==> config.mk <==
export PLATFORM = sky130hd
export DESIGN_NAME = wdrc_top
export DESIGN_NICKNAME = d
export VERILOG_FILES = /design/src/core/wdrc_slow_count.v /design/src/core/wdrc_top.v
export VERILOG_INCLUDE_DIRS = /design/src /design/src/core
export SDC_FILE = /design/constraint.sdc
export NUM_CORES = 1
export LEC_CHECK = 0
export BUFFER_PORTS_ARGS = -buffer_cell sky130_fd_sc_hd__buf_2
export CAP_MARGIN = 20
export CORE_UTILIZATION = 50
export DETAILED_ROUTE_END_ITERATION = 6
export GPL_TIMING_DRIVEN = 0
export PLACE_DENSITY_LB_ADDON = 0.08
export SYNTH_ARGS = -nofsm -noshare
export SYNTH_HDL_FRONTEND = slang
export SYNTH_HIERARCHICAL = 1
export SYNTH_SLANG_ARGS = --single-unit
==> constraint.sdc <==
create_clock -name aclk -period 3.2 [get_ports aclk]
set_clock_uncertainty 0.05 [all_clocks]
set_input_delay 0.48 -clock aclk [delete_from_list [all_inputs] [get_ports aclk]]
set_output_delay 0.48 -clock aclk [all_outputs]
set_load 0.05 [all_outputs]
==> src/core/wdrc_defines.vh <==
`ifndef WDRC_DEFINES_VH
`define WDRC_DEFINES_VH

// Register word indices; byte address is four times the index
`define WDRC_OFS_DOG_CTRL     6'h00
`define WDRC_OFS_CAUSE        6'h01
`define WDRC_OFS_UV_CTRL      6'h02
`define WDRC_OFS_STATUS       6'h03

// Power-on values
`define WDRC_DOG_CTRL_POR     8'h53
`define WDRC_UV_CTRL_POR      8'h5A
`define WDRC_PORT_POR         8'hFF

// Key patterns
`define WDRC_DOG_KEY_A        5'h0A
`define WDRC_DOG_KEY_B        5'h15
`define WDRC_UV_KEY_ON        8'h5A
`define WDRC_UV_KEY_OFF       8'hA5

// Field positions
`define WDRC_KEY_HI           7
`define WDRC_KEY_LO           3
`define WDRC_SEL_HI           2
`define WDRC_SEL_LO           0
`define WDRC_CAUSE_DOG_KEY    0
`define WDRC_CAUSE_UV_KEY     1
`define WDRC_CAUSE_UV_EVENT   2
`define WDRC_STAT_EXPIRY      0
`define WDRC_STAT_SLEEP       1

// Timing counts in slow oscillator periods
`define WDRC_SOFT_RESET_DELAY 16'd32
`define WDRC_UV_FILTER_TIME   16'd4

// AXI responses
`define WDRC_RESP_OKAY        2'b00
`define WDRC_RESP_SLVERR      2'b10

`endif

==> src/core/wdrc_slow_count.v <==
`default_nettype none

// Counts slow ticks while run is high; pulses done on the next tick after the count reaches limit
module wdrc_slow_count (
	// Clock and reset
	input  wire        aclk,
	input  wire        aresetn,
	// Control
	input  wire        run,
	input  wire        tick,
	input  wire [15:0] limit,
	// Result
	output reg         done
);

	reg [15:0] count_reg;

	always @(posedge aclk) begin
		if (!aresetn) begin
			count_reg <= 16'h0000;
			done      <= 1'b0;
		end else begin
			done <= 1'b0;
			if (!run) begin
				count_reg <= 16'h0000;
			end else if (tick) begin
				if (count_reg == limit) begin
					// Restart so a lingering run cannot fire twice at once
					count_reg <= 16'h0000;
					done      <= 1'b1;
				end else begin
					count_reg <= count_reg + 16'h0001;
				end
			end
		end
	end

endmodule

`default_nettype wire

==> src/core/wdrc_top.v <==
`include "wdrc_defines.vh"
`default_nettype none

module wdrc_top #(
	parameter [15:0] SOFT_RESET_DELAY = `WDRC_SOFT_RESET_DELAY,
	parameter [15:0] UV_FILTER_TIME   = `WDRC_UV_FILTER_TIME
) (
	// Clock and reset
	input  wire        aclk,
	input  wire        aresetn,
	// AXI4-Lite write address and data
	input  wire [7:0]  s_axi_awaddr,
	input  wire        s_axi_awvalid,
	output reg         s_axi_awready,
	input  wire [31:0] s_axi_wdata,
	input  wire [3:0]  s_axi_wstrb,
	input  wire        s_axi_wvalid,
	output reg         s_axi_wready,
	// AXI4-Lite write response
	output reg  [1:0]  s_axi_bresp,
	output reg         s_axi_bvalid,
	input  wire        s_axi_bready,
	// AXI4-Lite read
	input  wire [7:0]  s_axi_araddr,
	input  wire        s_axi_arvalid,
	output reg         s_axi_arready,
	output reg  [31:0] s_axi_rdata,
	output reg  [1:0]  s_axi_rresp,
	output reg         s_axi_rvalid,
	input  wire        s_axi_rready,
	// Pins
	input  wire        slow_internal_osc,
	input  wire        low_supply,
	// Core events
	input  wire        clear_dog_instr,
	input  wire        halt_instr,
	input  wire        sleep_idle,
	// Reset actions
	output reg         cpu_full_reset,
	output reg         pc_sp_clear,
	output reg  [7:0]  port_data_init,
	output reg  [7:0]  port_dir_init,
	output reg         dog_enabled,
	output reg         undervolt_armed
);

	// Synchronisers and slow tick
	reg        osc_meta_reg;
	reg        osc_sync_reg;
	reg        osc_prev_reg;
	reg        low_meta_reg;
	reg        low_sync_reg;
	wire       slow_tick;

	// Registers and state
	reg [7:0]  dog_control_reg;
	reg [7:0]  undervolt_control_reg;
	reg [2:0]  reset_cause_reg;
	reg        expiry_flag_reg;
	reg        sleep_entered_flag_reg;
	reg [18:0] dog_count_reg;

	// AXI slave state
	reg        aw_held_reg;
	reg        w_held_reg;
	reg [5:0]  aw_index_reg;
	reg [7:0]  w_byte_reg;
	reg        w_lane0_reg;

	wire       aw_take;
	wire       w_take;
	wire       wr_do;
	wire       ar_take;
	wire [5:0] ar_index;
	wire       wr_dog;
	wire       wr_cause;
	wire       wr_uv;
	wire       wr_ok;

	wire [4:0] dog_key;
	wire       dog_key_legal;
	wire       uv_key_legal;
	wire       uv_on;
	wire       dog_limit_hit;
	wire       dog_overflow;
	wire       ovf_normal;
	wire       ovf_sleep;
	wire       dog_key_done;
	wire       uv_key_done;
	wire       uv_filter_done;
	wire       full_reset;
	wire       uv_reload;
	reg [18:0] dog_limit;
	reg [2:0]  cause_next;

	// Pins cross into aclk through two flops
	always @(posedge aclk) begin
		if (!aresetn) begin
			osc_meta_reg <= 1'b0;
			osc_sync_reg <= 1'b0;
			osc_prev_reg <= 1'b0;
			low_meta_reg <= 1'b0;
			low_sync_reg <= 1'b0;
		end else begin
			osc_meta_reg <= slow_internal_osc;
			osc_sync_reg <= osc_meta_reg;
			osc_prev_reg <= osc_sync_reg;
			low_meta_reg <= low_supply;
			low_sync_reg <= low_meta_reg;
		end
	end

	assign slow_tick = osc_sync_reg & ~osc_prev_reg;

	assign dog_key       = dog_control_reg[`WDRC_KEY_HI:`WDRC_KEY_LO];
	assign dog_key_legal = (dog_key == `WDRC_DOG_KEY_A) || (dog_key == `WDRC_DOG_KEY_B);
	assign uv_key_legal  = (undervolt_control_reg == `WDRC_UV_KEY_ON) ||
	                       (undervolt_control_reg == `WDRC_UV_KEY_OFF);
	assign uv_on         = (undervolt_control_reg == `WDRC_UV_KEY_ON) && !sleep_idle;

	always @* begin
		case (dog_control_reg[`WDRC_SEL_HI:`WDRC_SEL_LO])
			3'h0: dog_limit = 19'h000FF;
			3'h1: dog_limit = 19'h003FF;
			3'h2: dog_limit = 19'h00FFF;
			3'h3: dog_limit = 19'h03FFF;
			3'h4: dog_limit = 19'h07FFF;
			3'h5: dog_limit = 19'h0FFFF;
			3'h6: dog_limit = 19'h1FFFF;
			default: dog_limit = 19'h3FFFF;
		endcase
	end

	// Shortening the select never skips overflow: compare is at-or-above
	assign dog_limit_hit = dog_count_reg >= dog_limit;
	assign dog_overflow  = dog_key_legal && slow_tick && dog_limit_hit;
	assign ovf_normal    = dog_overflow && !sleep_idle;
	assign ovf_sleep     = dog_overflow && sleep_idle;

	wdrc_slow_count u_dog_key_delay (
		.aclk    (aclk),
		.aresetn (aresetn),
		.run     (!dog_key_legal),
		.tick    (slow_tick),
		.limit   (SOFT_RESET_DELAY),
		.done    (dog_key_done)
	);

	wdrc_slow_count u_uv_key_delay (
		.aclk    (aclk),
		.aresetn (aresetn),
		.run     (!uv_key_legal),
		.tick    (slow_tick),
		.limit   (SOFT_RESET_DELAY),
		.done    (uv_key_done)
	);

	wdrc_slow_count u_uv_filter (
		.aclk    (aclk),
		.aresetn (aresetn),
		.run     (uv_on && low_sync_reg),
		.tick    (slow_tick),
		.limit   (UV_FILTER_TIME),
		.done    (uv_filter_done)
	);

	assign full_reset = ovf_normal || dog_key_done || uv_key_done || uv_filter_done;
	assign uv_reload  = ovf_normal || dog_key_done || uv_key_done;

	// AXI handshakes
	assign aw_take  = s_axi_awvalid && s_axi_awready;
	assign w_take   = s_axi_wvalid && s_axi_wready;
	assign wr_do    = aw_held_reg && w_held_reg && !s_axi_bvalid;
	assign ar_take  = s_axi_arvalid && s_axi_arready;
	assign ar_index = s_axi_araddr[7:2];
	assign wr_ok    = wr_do && w_lane0_reg;
	assign wr_dog   = wr_ok && (aw_index_reg == `WDRC_OFS_DOG_CTRL);
	assign wr_cause = wr_ok && (aw_index_reg == `WDRC_OFS_CAUSE);
	assign wr_uv    = wr_ok && (aw_index_reg == `WDRC_OFS_UV_CTRL);

	always @(posedge aclk) begin
		if (!aresetn) begin
			aw_held_reg   <= 1'b0;
			w_held_reg    <= 1'b0;
			aw_index_reg  <= 6'h00;
			w_byte_reg    <= 8'h00;
			w_lane0_reg   <= 1'b0;
			s_axi_awready <= 1'b0;
			s_axi_wready  <= 1'b0;
			s_axi_bvalid  <= 1'b0;
			s_axi_bresp   <= `WDRC_RESP_OKAY;
		end else begin
			if (aw_take) begin
				aw_held_reg  <= 1'b1;
				aw_index_reg <= s_axi_awaddr[7:2];
			end else if (wr_do) begin
				aw_held_reg <= 1'b0;
			end
			if (w_take) begin
				w_held_reg  <= 1'b1;
				w_byte_reg  <= s_axi_wdata[7:0];
				w_lane0_reg <= s_axi_wstrb[0];
			end else if (wr_do) begin
				w_held_reg <= 1'b0;
			end
			// Each channel reopens once its word is consumed
			s_axi_awready <= !(aw_take || (aw_held_reg && !wr_do));
			s_axi_wready  <= !(w_take || (w_held_reg && !wr_do));
			if (wr_do) begin
				s_axi_bvalid <= 1'b1;
				s_axi_bresp  <= (aw_index_reg <= `WDRC_OFS_STATUS) ? `WDRC_RESP_OKAY : `WDRC_RESP_SLVERR;
			end else if (s_axi_bready) begin
				s_axi_bvalid <= 1'b0;
			end
		end
	end

	always @(posedge aclk) begin
		if (!aresetn) begin
			s_axi_arready <= 1'b0;
			s_axi_rvalid  <= 1'b0;
			s_axi_rdata   <= 32'h00000000;
			s_axi_rresp   <= `WDRC_RESP_OKAY;
		end else begin
			s_axi_arready <= !(ar_take || (s_axi_rvalid && !s_axi_rready));
			if (ar_take) begin
				s_axi_rvalid <= 1'b1;
				s_axi_rresp  <= `WDRC_RESP_OKAY;
				case (ar_index)
					`WDRC_OFS_DOG_CTRL: s_axi_rdata <= {24'h000000, dog_control_reg};
					`WDRC_OFS_CAUSE:    s_axi_rdata <= {29'h00000000, reset_cause_reg};
					`WDRC_OFS_UV_CTRL:  s_axi_rdata <= {24'h000000, undervolt_control_reg};
					`WDRC_OFS_STATUS:   s_axi_rdata <= {30'h00000000, sleep_entered_flag_reg, expiry_flag_reg};
					default: begin
						s_axi_rdata <= 32'h00000000;
						s_axi_rresp <= `WDRC_RESP_SLVERR;
					end
				endcase
			end else if (s_axi_rready) begin
				s_axi_rvalid <= 1'b0;
			end
		end
	end

	// Cause flags: written zeros clear, hardware sets win
	always @* begin
		cause_next = reset_cause_reg;
		if (wr_cause) begin
			cause_next = reset_cause_reg & w_byte_reg[2:0];
		end
		if (!dog_key_legal) begin
			cause_next[`WDRC_CAUSE_DOG_KEY] = 1'b1;
		end
		if (!uv_key_legal) begin
			cause_next[`WDRC_CAUSE_UV_KEY] = 1'b1;
		end
		if (uv_filter_done) begin
			cause_next[`WDRC_CAUSE_UV_EVENT] = 1'b1;
		end
	end

	always @(posedge aclk) begin
		if (!aresetn) begin
			dog_control_reg        <= `WDRC_DOG_CTRL_POR;
			undervolt_control_reg  <= `WDRC_UV_CTRL_POR;
			reset_cause_reg        <= 3'h0;
			expiry_flag_reg        <= 1'b0;
			sleep_entered_flag_reg <= 1'b0;
			dog_count_reg          <= 19'h00000;
		end else begin
			reset_cause_reg <= cause_next;
			if (full_reset) begin
				dog_control_reg <= `WDRC_DOG_CTRL_POR;
			end else if (wr_dog) begin
				dog_control_reg <= w_byte_reg;
			end
			if (uv_reload) begin
				undervolt_control_reg <= `WDRC_UV_CTRL_POR;
			end else if (wr_uv) begin
				undervolt_control_reg <= w_byte_reg;
			end
			if (!dog_key_legal || clear_dog_instr || halt_instr || full_reset || dog_overflow) begin
				dog_count_reg <= 19'h00000;
			end else if (slow_tick) begin
				dog_count_reg <= dog_count_reg + 19'h00001;
			end
			if (dog_overflow) begin
				expiry_flag_reg <= 1'b1;
			end else if (clear_dog_instr || halt_instr) begin
				expiry_flag_reg <= 1'b0;
			end
			if (halt_instr) begin
				sleep_entered_flag_reg <= 1'b1;
			end else if (clear_dog_instr) begin
				sleep_entered_flag_reg <= 1'b0;
			end
		end
	end

	// Reset action outputs
	always @(posedge aclk) begin
		if (!aresetn) begin
			cpu_full_reset  <= 1'b1;
			pc_sp_clear     <= 1'b1;
			port_data_init  <= `WDRC_PORT_POR;
			port_dir_init   <= `WDRC_PORT_POR;
			dog_enabled     <= 1'b0;
			undervolt_armed <= 1'b0;
		end else begin
			cpu_full_reset  <= full_reset;
			pc_sp_clear     <= full_reset || ovf_sleep;
			port_data_init  <= `WDRC_PORT_POR;
			port_dir_init   <= `WDRC_PORT_POR;
			dog_enabled     <= dog_key_legal;
			undervolt_armed <= uv_on;
		end
	end

endmodule

`default_nettype wire

==> summary.txt, run 1 <==
Finish
  – Share of layout cells above drive strength 1: 15.3%
  – Antenna cell count: 0
  – Post-Route Utilization: 62.5%
  – Flip-flop count of the largest register after layout: 19
  – Final #Nets: 975
  – Area Overhead vs Synth: 20.0%

Synth
  – Warning count from the yosys run: 6
  – Count leader, synth: dfxtp_1
  – Cell area after synthesis: 6650 µm²
  – Synth area leader: dfxtp_1
  – Number of synthesized flops with an enable pin: 0
  – Cell variety after synth: 56
  – Ys async rst share: 0%
  – Synth Flop Type: dfxtp_1
  – Area contributors post-synth: dfxtp_1, xor2_1, nor2_1, buf_4, xnor2_1
  – Cell count after synthesis: 740
  – Mean Syn Cell Area: 8.98 µm²
  – Synth cell count leaders: dfxtp_1, nor2_1, xor2_1
  – Share of the synthesized area in the top cell type: 39.7%
  – Number of synthesized register bits: 132
  – Sequential area share after synthesis: 39.7%

Flow run
  – Max Cap Viol: 0

GRT
  – Total Routing Usage GR: 20.6%
  – Initial antenna violation count: 0
  – Total gr overflow: 0
  – Pin count of the biggest net entering global routing: 17
  – Vias in the first global route: 4970
  – First-pass GRT wire length: 22800 µm

STA
  – Post-layout min period: 2.78 ns
  – Worst Tran Pin Value: 0.674 ns
  – Final Hold Fails: 0
  – Fmax: 359 MHz
  – Final setup violation count: 0
  – Final worst path period share: 87.0%
  – Slew headroom: 55.0%
  – Final setup TNS: 0 ns
  – Fin. max-slew vios: 0
  – RSZ-0062 raised after global routing: no

Route
  – Via count: 5150
  – Wire length per cell: 12.3 µm
  – Total Routed Length: 13200 µm
  – DRT iter0 DRCs: 223
  – Antenna-violating nets left: 0
  – # DRC: 0
  – Via-to-Cell Ratio: 4.77
  – Drt first pass iters: 7

Floorplanning
  – Core ar.: 12800 µm²
  – Die Y-Extent: 117 µm
  – Initial core utilization: 52.1%
  – # IOs: 125
  – Cell row count: 41
  – Die Width: 117 µm
  – Die area: 13800 µm²

Critical path
  – Critical Path Source Type: flip-flop
  – Setup crit end kind: flip-flop
  – WS Path Type: reg -> reg
  – Data required, critical path: 3.43 ns
  – CP arrival: 3.02 ns
  – Crit-path max FO: 10

Run status
  – Status: complete, no violations

CTS
  – CTS H-tree depth: 4
  – Clk pin slew, worst setup/hold paths: 0.05 ns
  – Clock root buffer: clkbuf_16
  – Clk buf depth: 2
  – TritonCTS clock tree: yes
  – Postcts setup bufs: 0
  – Clk sink count: 132
  – Hold_buf cts: 0
  – Num CTS Buffers: 17
  – Later-pin clock latency in the skew report: 0.41 ns

Placement
  – Dpl hpwl: 9990 µm
  – Port bufs: 50
  – Placer Congestion: 0.811

Pwr
  – P_leak: 3.22 nW
  – Power Density: 470 nW/µm²
  – Maximum VDD drop: 0.378 mV

Worst hold path
  – Hold crit path type: in -> reg
==> per-layer routing <==
layer | track usage (%) | wire length (µm)
met4 | 7.14 | 141
met3 | 5.50 | 540
met1 | 24.3 | 6010
met2 | 35.7 | 6550
met5 | 0 | 0
==> worst paths after layout <==
kind / start / to / slack, ns / cells past startpoint
worst min register to register: osc_meta_reg$_SDFF_PN0_ / osc_sync_reg$_SDFF_PN0_ / 0.38 / 1
worst max-delay path: dog_control_reg[2]$_SDFFE_PP0P_ / dog_count_reg[17]$_SDFFE_PP0P_ / 0.42 / 9
worst max register to register: dog_control_reg[2]$_SDFFE_PP0P_ / dog_count_reg[17]$_SDFFE_PP0P_ / 0.42 / 9
worst min-delay path: slow_internal_osc / osc_meta_reg$_SDFF_PN0_ / 0.25 / 2
==> through the flow <==
stage / power [mW] / worst slack [ns] / cell area (µm²) / hold slack [ns] / cells
after floorplan: 2.00 / 0.806 / 6980 / 0.362 / 828
after global placement: 2.05 / 0.325 / 7440 / 0.363 / 1050
after detailed placement: 2.06 / 0.274 / 7440 / 0.370 / 1050
after CTS: 3.79 / 0.212 / 7980 / 0.236 / 1080
after global routing: 3.90 / 0.176 / 7980 / 0.238 / 1080
final: 3.75 / 0.415 / 7980 / 0.253 / 1080
==> layout by cell type, fill, tap and decap left out, types with 6 or more instances in the layout <==
| cell | instances |
|---|---|
| o21ai_0 | 11 |
| ha_1 | 14 |
| nand3_1 | 34 |
| nand2_1 | 68 |
| and2_1 | 20 |
| clkbuf_1 | 22 |
| nor2b_1 | 12 |
| nor2_1 | 94 |
| conb_1 | 90 |
| a21boi_0 | 19 |
| xor2_1 | 74 |
| dfxtp_1 | 132 |
| o21a_1 | 7 |
| a21oi_1 | 11 |
| nand4_1 | 25 |
| buf_4 | 42 |
| nor4_1 | 20 |
| buf_6 | 6 |
| buf_2 | 50 |
| clkbuf_16 | 17 |
| mux2i_1 | 21 |
| xnor2_1 | 36 |
| a211o_1 | 6 |
| inv_1 | 8 |
==> where the power goes <==
| group | leakage [nW] | total [mW] | switching [mW] | internal [mW] |
|---|---|---|---|---|
| Clock | 0.269 | 1.73 | 0.650 | 1.08 |
| Sequential | 1.07 | 1.69 | 0.0166 | 1.67 |
| Combinational | 1.89 | 0.339 | 0.233 | 0.106 |
| Total | 3.22 | 3.75 | 0.900 | 2.85 |
==> cell type report <==
class | instances | area [µm²]
plain buffers | 68 | 458
clock buffers | 25 | 505
clock inverters | 5 | 25.0
fillers | 1085 | 4790
inverters | 9 | 33.8
multi-input cells | 619 | 3850
flip-flops and latches | 132 | 2640
well taps | 172 | 215
repair buffers | 50 | 250
==> cell families (layout without fill, tap and decap cells) <==
logic type	Yosys count	after routing	share of synthesized area (%)
adders and majority gates	14	14	2.63
AOI/OAI and AO/OA	73	73	8.43
and+or+nand+nor	308	308	23.0
other	2	90	0.113
buffers and inverters	77	157	7.40
muxes	24	24	4.18
DFF	132	132	39.7
xor gates and xnor gates	110	110	14.5
==> critical path, cell delays in order (launching register included) <==
cell and delay [ns]:
dfxtp_1 0.30, clkbuf_1 0.29, nor2_1 0.12, ha_1 0.34
nand4_1 0.09, nor4_1 0.34, a211oi_2 0.24, o21bai_2 0.37
clkbuf_1 0.41, nor2_1 0.10
==> what timing repair did <==
action	in CTS	in global routing
gates resized for setup	0	1
endpoints found under the setup margin	0	2
hold endpoints to repair	0	0
Note: power is estimated with default switching activity, not from simulation.
==> run 2, diff against run 1 <==
- CORE_UTILIZATION: 50 -> 30
- CTS_BUF_LIST: default -> sky130_fd_sc_hd__clkbuf_8
==> summary.txt, run 2 (synthesis gave the netlist of run 1 again) <==
CTS
  – Clock root buffer: clkbuf_8
  – Clk buf depth: 2 (unchanged)
  – Hold_buf cts: 0 (unchanged)
  – Clk pin slew, worst setup/hold paths: 0.08 ns (+0.03 ns)
  – Clk sink count: 132 (unchanged)
  – CTS H-tree depth: 4 (unchanged)
  – Num CTS Buffers: 17 (unchanged)
  – TritonCTS clock tree: yes
  – Later-pin clock latency in the skew report: 0.44 ns (+0.03 ns)

Pwr
  – Power Density: 425 nW/µm² (-9.6%)
  – Maximum VDD drop: 0.186 mV (-51%)
  – Total power: 3.39 mW (-9.7%)
  – P_leak: 3.16 nW (-2.1%)

Floorplanning
  – Core ar.: 21800 µm² (+70%)
  – Die area: 22800 µm² (+65%)
  – Die Y-Extent: 151 µm (+29%)
  – Die Width: 151 µm (+29%)
  – # IOs: 125 (unchanged)
  – Initial core utilization: 30.6% (-21 points)
  – Cell row count: 54 (+32%)

Route
  – Drt first pass iters: 4 (-3)
  – DRT iter0 DRCs: 260 (+17%)
  – Via count: 4993 (-3.0%)
  – Antenna-violating nets left: 0 (unchanged)
  – Total Routed Length: 14300 µm (+8.3%)
  – # DRC: 0 (unchanged)
  – Wire length per cell: 12.1 µm (-1.7%)
  – Via-to-Cell Ratio: 4.20 (-12%)

Worst hold path
  – Hold crit path type: in -> reg
  – Hold Crit Start: halt_instr
  – Hold Crit Depth: 2 (unchanged)
  – Worst Hold End: sleep_entered_flag_reg$_SDFFE_PN0P_

Finish
  – Area Overhead vs Synth: 19.9%
  – Post-route insts no fill: 1190 (+10%)
  – Post-Route Utilization: 36.6% (-26 points)
  – Antenna cell count: 0 (unchanged)
  – Final #Nets: 975 (unchanged)
  – Most common cell after layout, fill and taps aside: dfxtp_1
  – Flip-flop count of the largest register after layout: 19 (unchanged)
  – Commonest cells after routing, fill and taps aside: dfxtp_1, nor2_1, conb_1
  – Share of layout cells above drive strength 1: 15.5% (+0.19 points)

GRT
  – Total Routing Usage GR: 13.5% (-7.0 points)
  – Pin count of the biggest net entering global routing: 17 (unchanged)
  – Initial antenna violation count: 0 (unchanged)
  – Total gr overflow: 0 (unchanged)
  – First-pass GRT wire length: 23700 µm (+3.8%)
  – Vias in the first global route: 4577 (-7.9%)

STA
  – Fmax: 356 MHz (-0.82%)
  – Slew headroom: 55.1% (+0.17 points)
  – Final setup violation count: 0 (unchanged)
  – Final worst path period share: 87.7% (+0.72 points)
  – Worst Tran Pin Value: 0.672 ns (-0.00252 ns)
  – Post-layout min period: 2.81 ns (+0.0231 ns)
  – Final Hold Fails: 0 (unchanged)
  – Fin. max-slew vios: 0 (unchanged)
  – Hold WS: 0.222 ns (-0.0308 ns)
  – Final setup TNS: 0 ns (unchanged)
  – RSZ-0062 raised after global routing: no

Critical path
  – Critical Path Source Type: flip-flop
  – Worst-path cell chain: clkbuf_1 -> nor2_1 -> ha_1 -> nand4_1 -> nor4_1 -> a211oi_2 -> o21bai_2 -> clkbuf_1 -> nor2_1
  – Worst Setup SP: dog_control_reg[2]$_SDFFE_PP0P_
  – Data required, critical path: 3.46 ns (+0.03 ns)
  – WS Path Type: reg -> reg
  – R2R setup slack: 0.39 ns (-0.02 ns)
  – Setup crit end kind: flip-flop
  – Worst path max stage delay: 0.39 ns (-0.02 ns)
  – Family with the most delay on the worst path: buffers and inverters
  – Bufs and invs on worst path: 2 (unchanged)
  – Worst reg2reg endpoint: dog_count_reg[15]$_SDFFE_PP0P_
  – Levels on crit path: 9 (unchanged)
  – Slowest cell on the critical path: o21bai_2
  – Crit-path max FO: 10 (unchanged)
  – R2R Path Start: dog_control_reg[2]$_SDFFE_PP0P_
  – CP arrival: 3.07 ns (+0.05 ns)
  – Worst Reg-to-Reg Cells: 9 (unchanged)

Run status
  – Status: complete, no violations

Placement
  – Placed cells: 1158 (+10%)
  – Port bufs: 50 (unchanged)
  – Dpl hpwl: 10700 µm (+7.4%)
  – Placer Congestion: 0.743 (-8.3%)

Flow run
  – Max Cap Viol: 0 (unchanged)
-- run 2: changes by cell type in the layout (fill, tap and decap cells not counted) --
cell,delta
clkbuf_16,-17
clkbuf_8,+17
clkbuf_1,-3
clkinv_2,-3
clkinvlp_4,+3
inv_1,+3
bufinv_16,+1
clkinv_4,+1
-- run 2: worst max path at each step --
stage / to / slack, ns
2_1_floorplan: dog_count_reg[10]$_SDFFE_PP0P_ / 0.81
3_3_place_gp: dog_count_reg[18]$_SDFFE_PP0P_ / 0.08
3_5_place_dp: dog_count_reg[18]$_SDFFE_PP0P_ / 0.16
4_1_cts: dog_count_reg[15]$_SDFFE_PP0P_ / 0.13
5_1_grt: dog_count_reg[17]$_SDFFE_PP0P_ / 0.13
6_report: dog_count_reg[15]$_SDFFE_PP0P_ / 0.39
-- run 2: cell type report --
type                       instances  area [µm²]
buffer                            68         458
clock buffer                      22         303
sequential                       132        2640
inverter                           9        33.8
timing repair buffer              50         250
fill                            2280       13800
multi-input combinational        619        3850
tap                              280         350
clock inverter                    10        82.6
-- run 2: repair_timing --
action / in CTS / in global routing
buffers inserted: 0 / 0
endpoints found under the setup margin: 0 / 10
gates resized for setup: 0 / 1
-- run 2: report_power, final --
part | leakage (nW) | internal (mW) | switching (mW)
combinational | 1.89 | 0.106 | 0.235
sequential | 1.07 | 1.67 | 0.0164
clock | 0.201 | 0.708 | 0.657
total | 3.16 | 2.48 | 0.909
-- run 2: stage by stage --
stage	area [µm²]	setup slack (ns)
4_1_cts	7970	0.133
6_report	7970	0.392
3_3_place_gp	7580	0.0751
2_1_floorplan	6980	0.806
5_1_grt	7970	0.125
3_5_place_dp	7580	0.164
-- run 2: metal layers --
layer	routed length, µm	part of all wire [%]	GRT usage, %	vias up
met5	0	0	0	-
li1	-	-	-	2701
met4	110	0.77	3.90	0
met2	6490	45	20.8	73
met1	7210	50	18.5	2212
met3	537	3.7	3.43	7
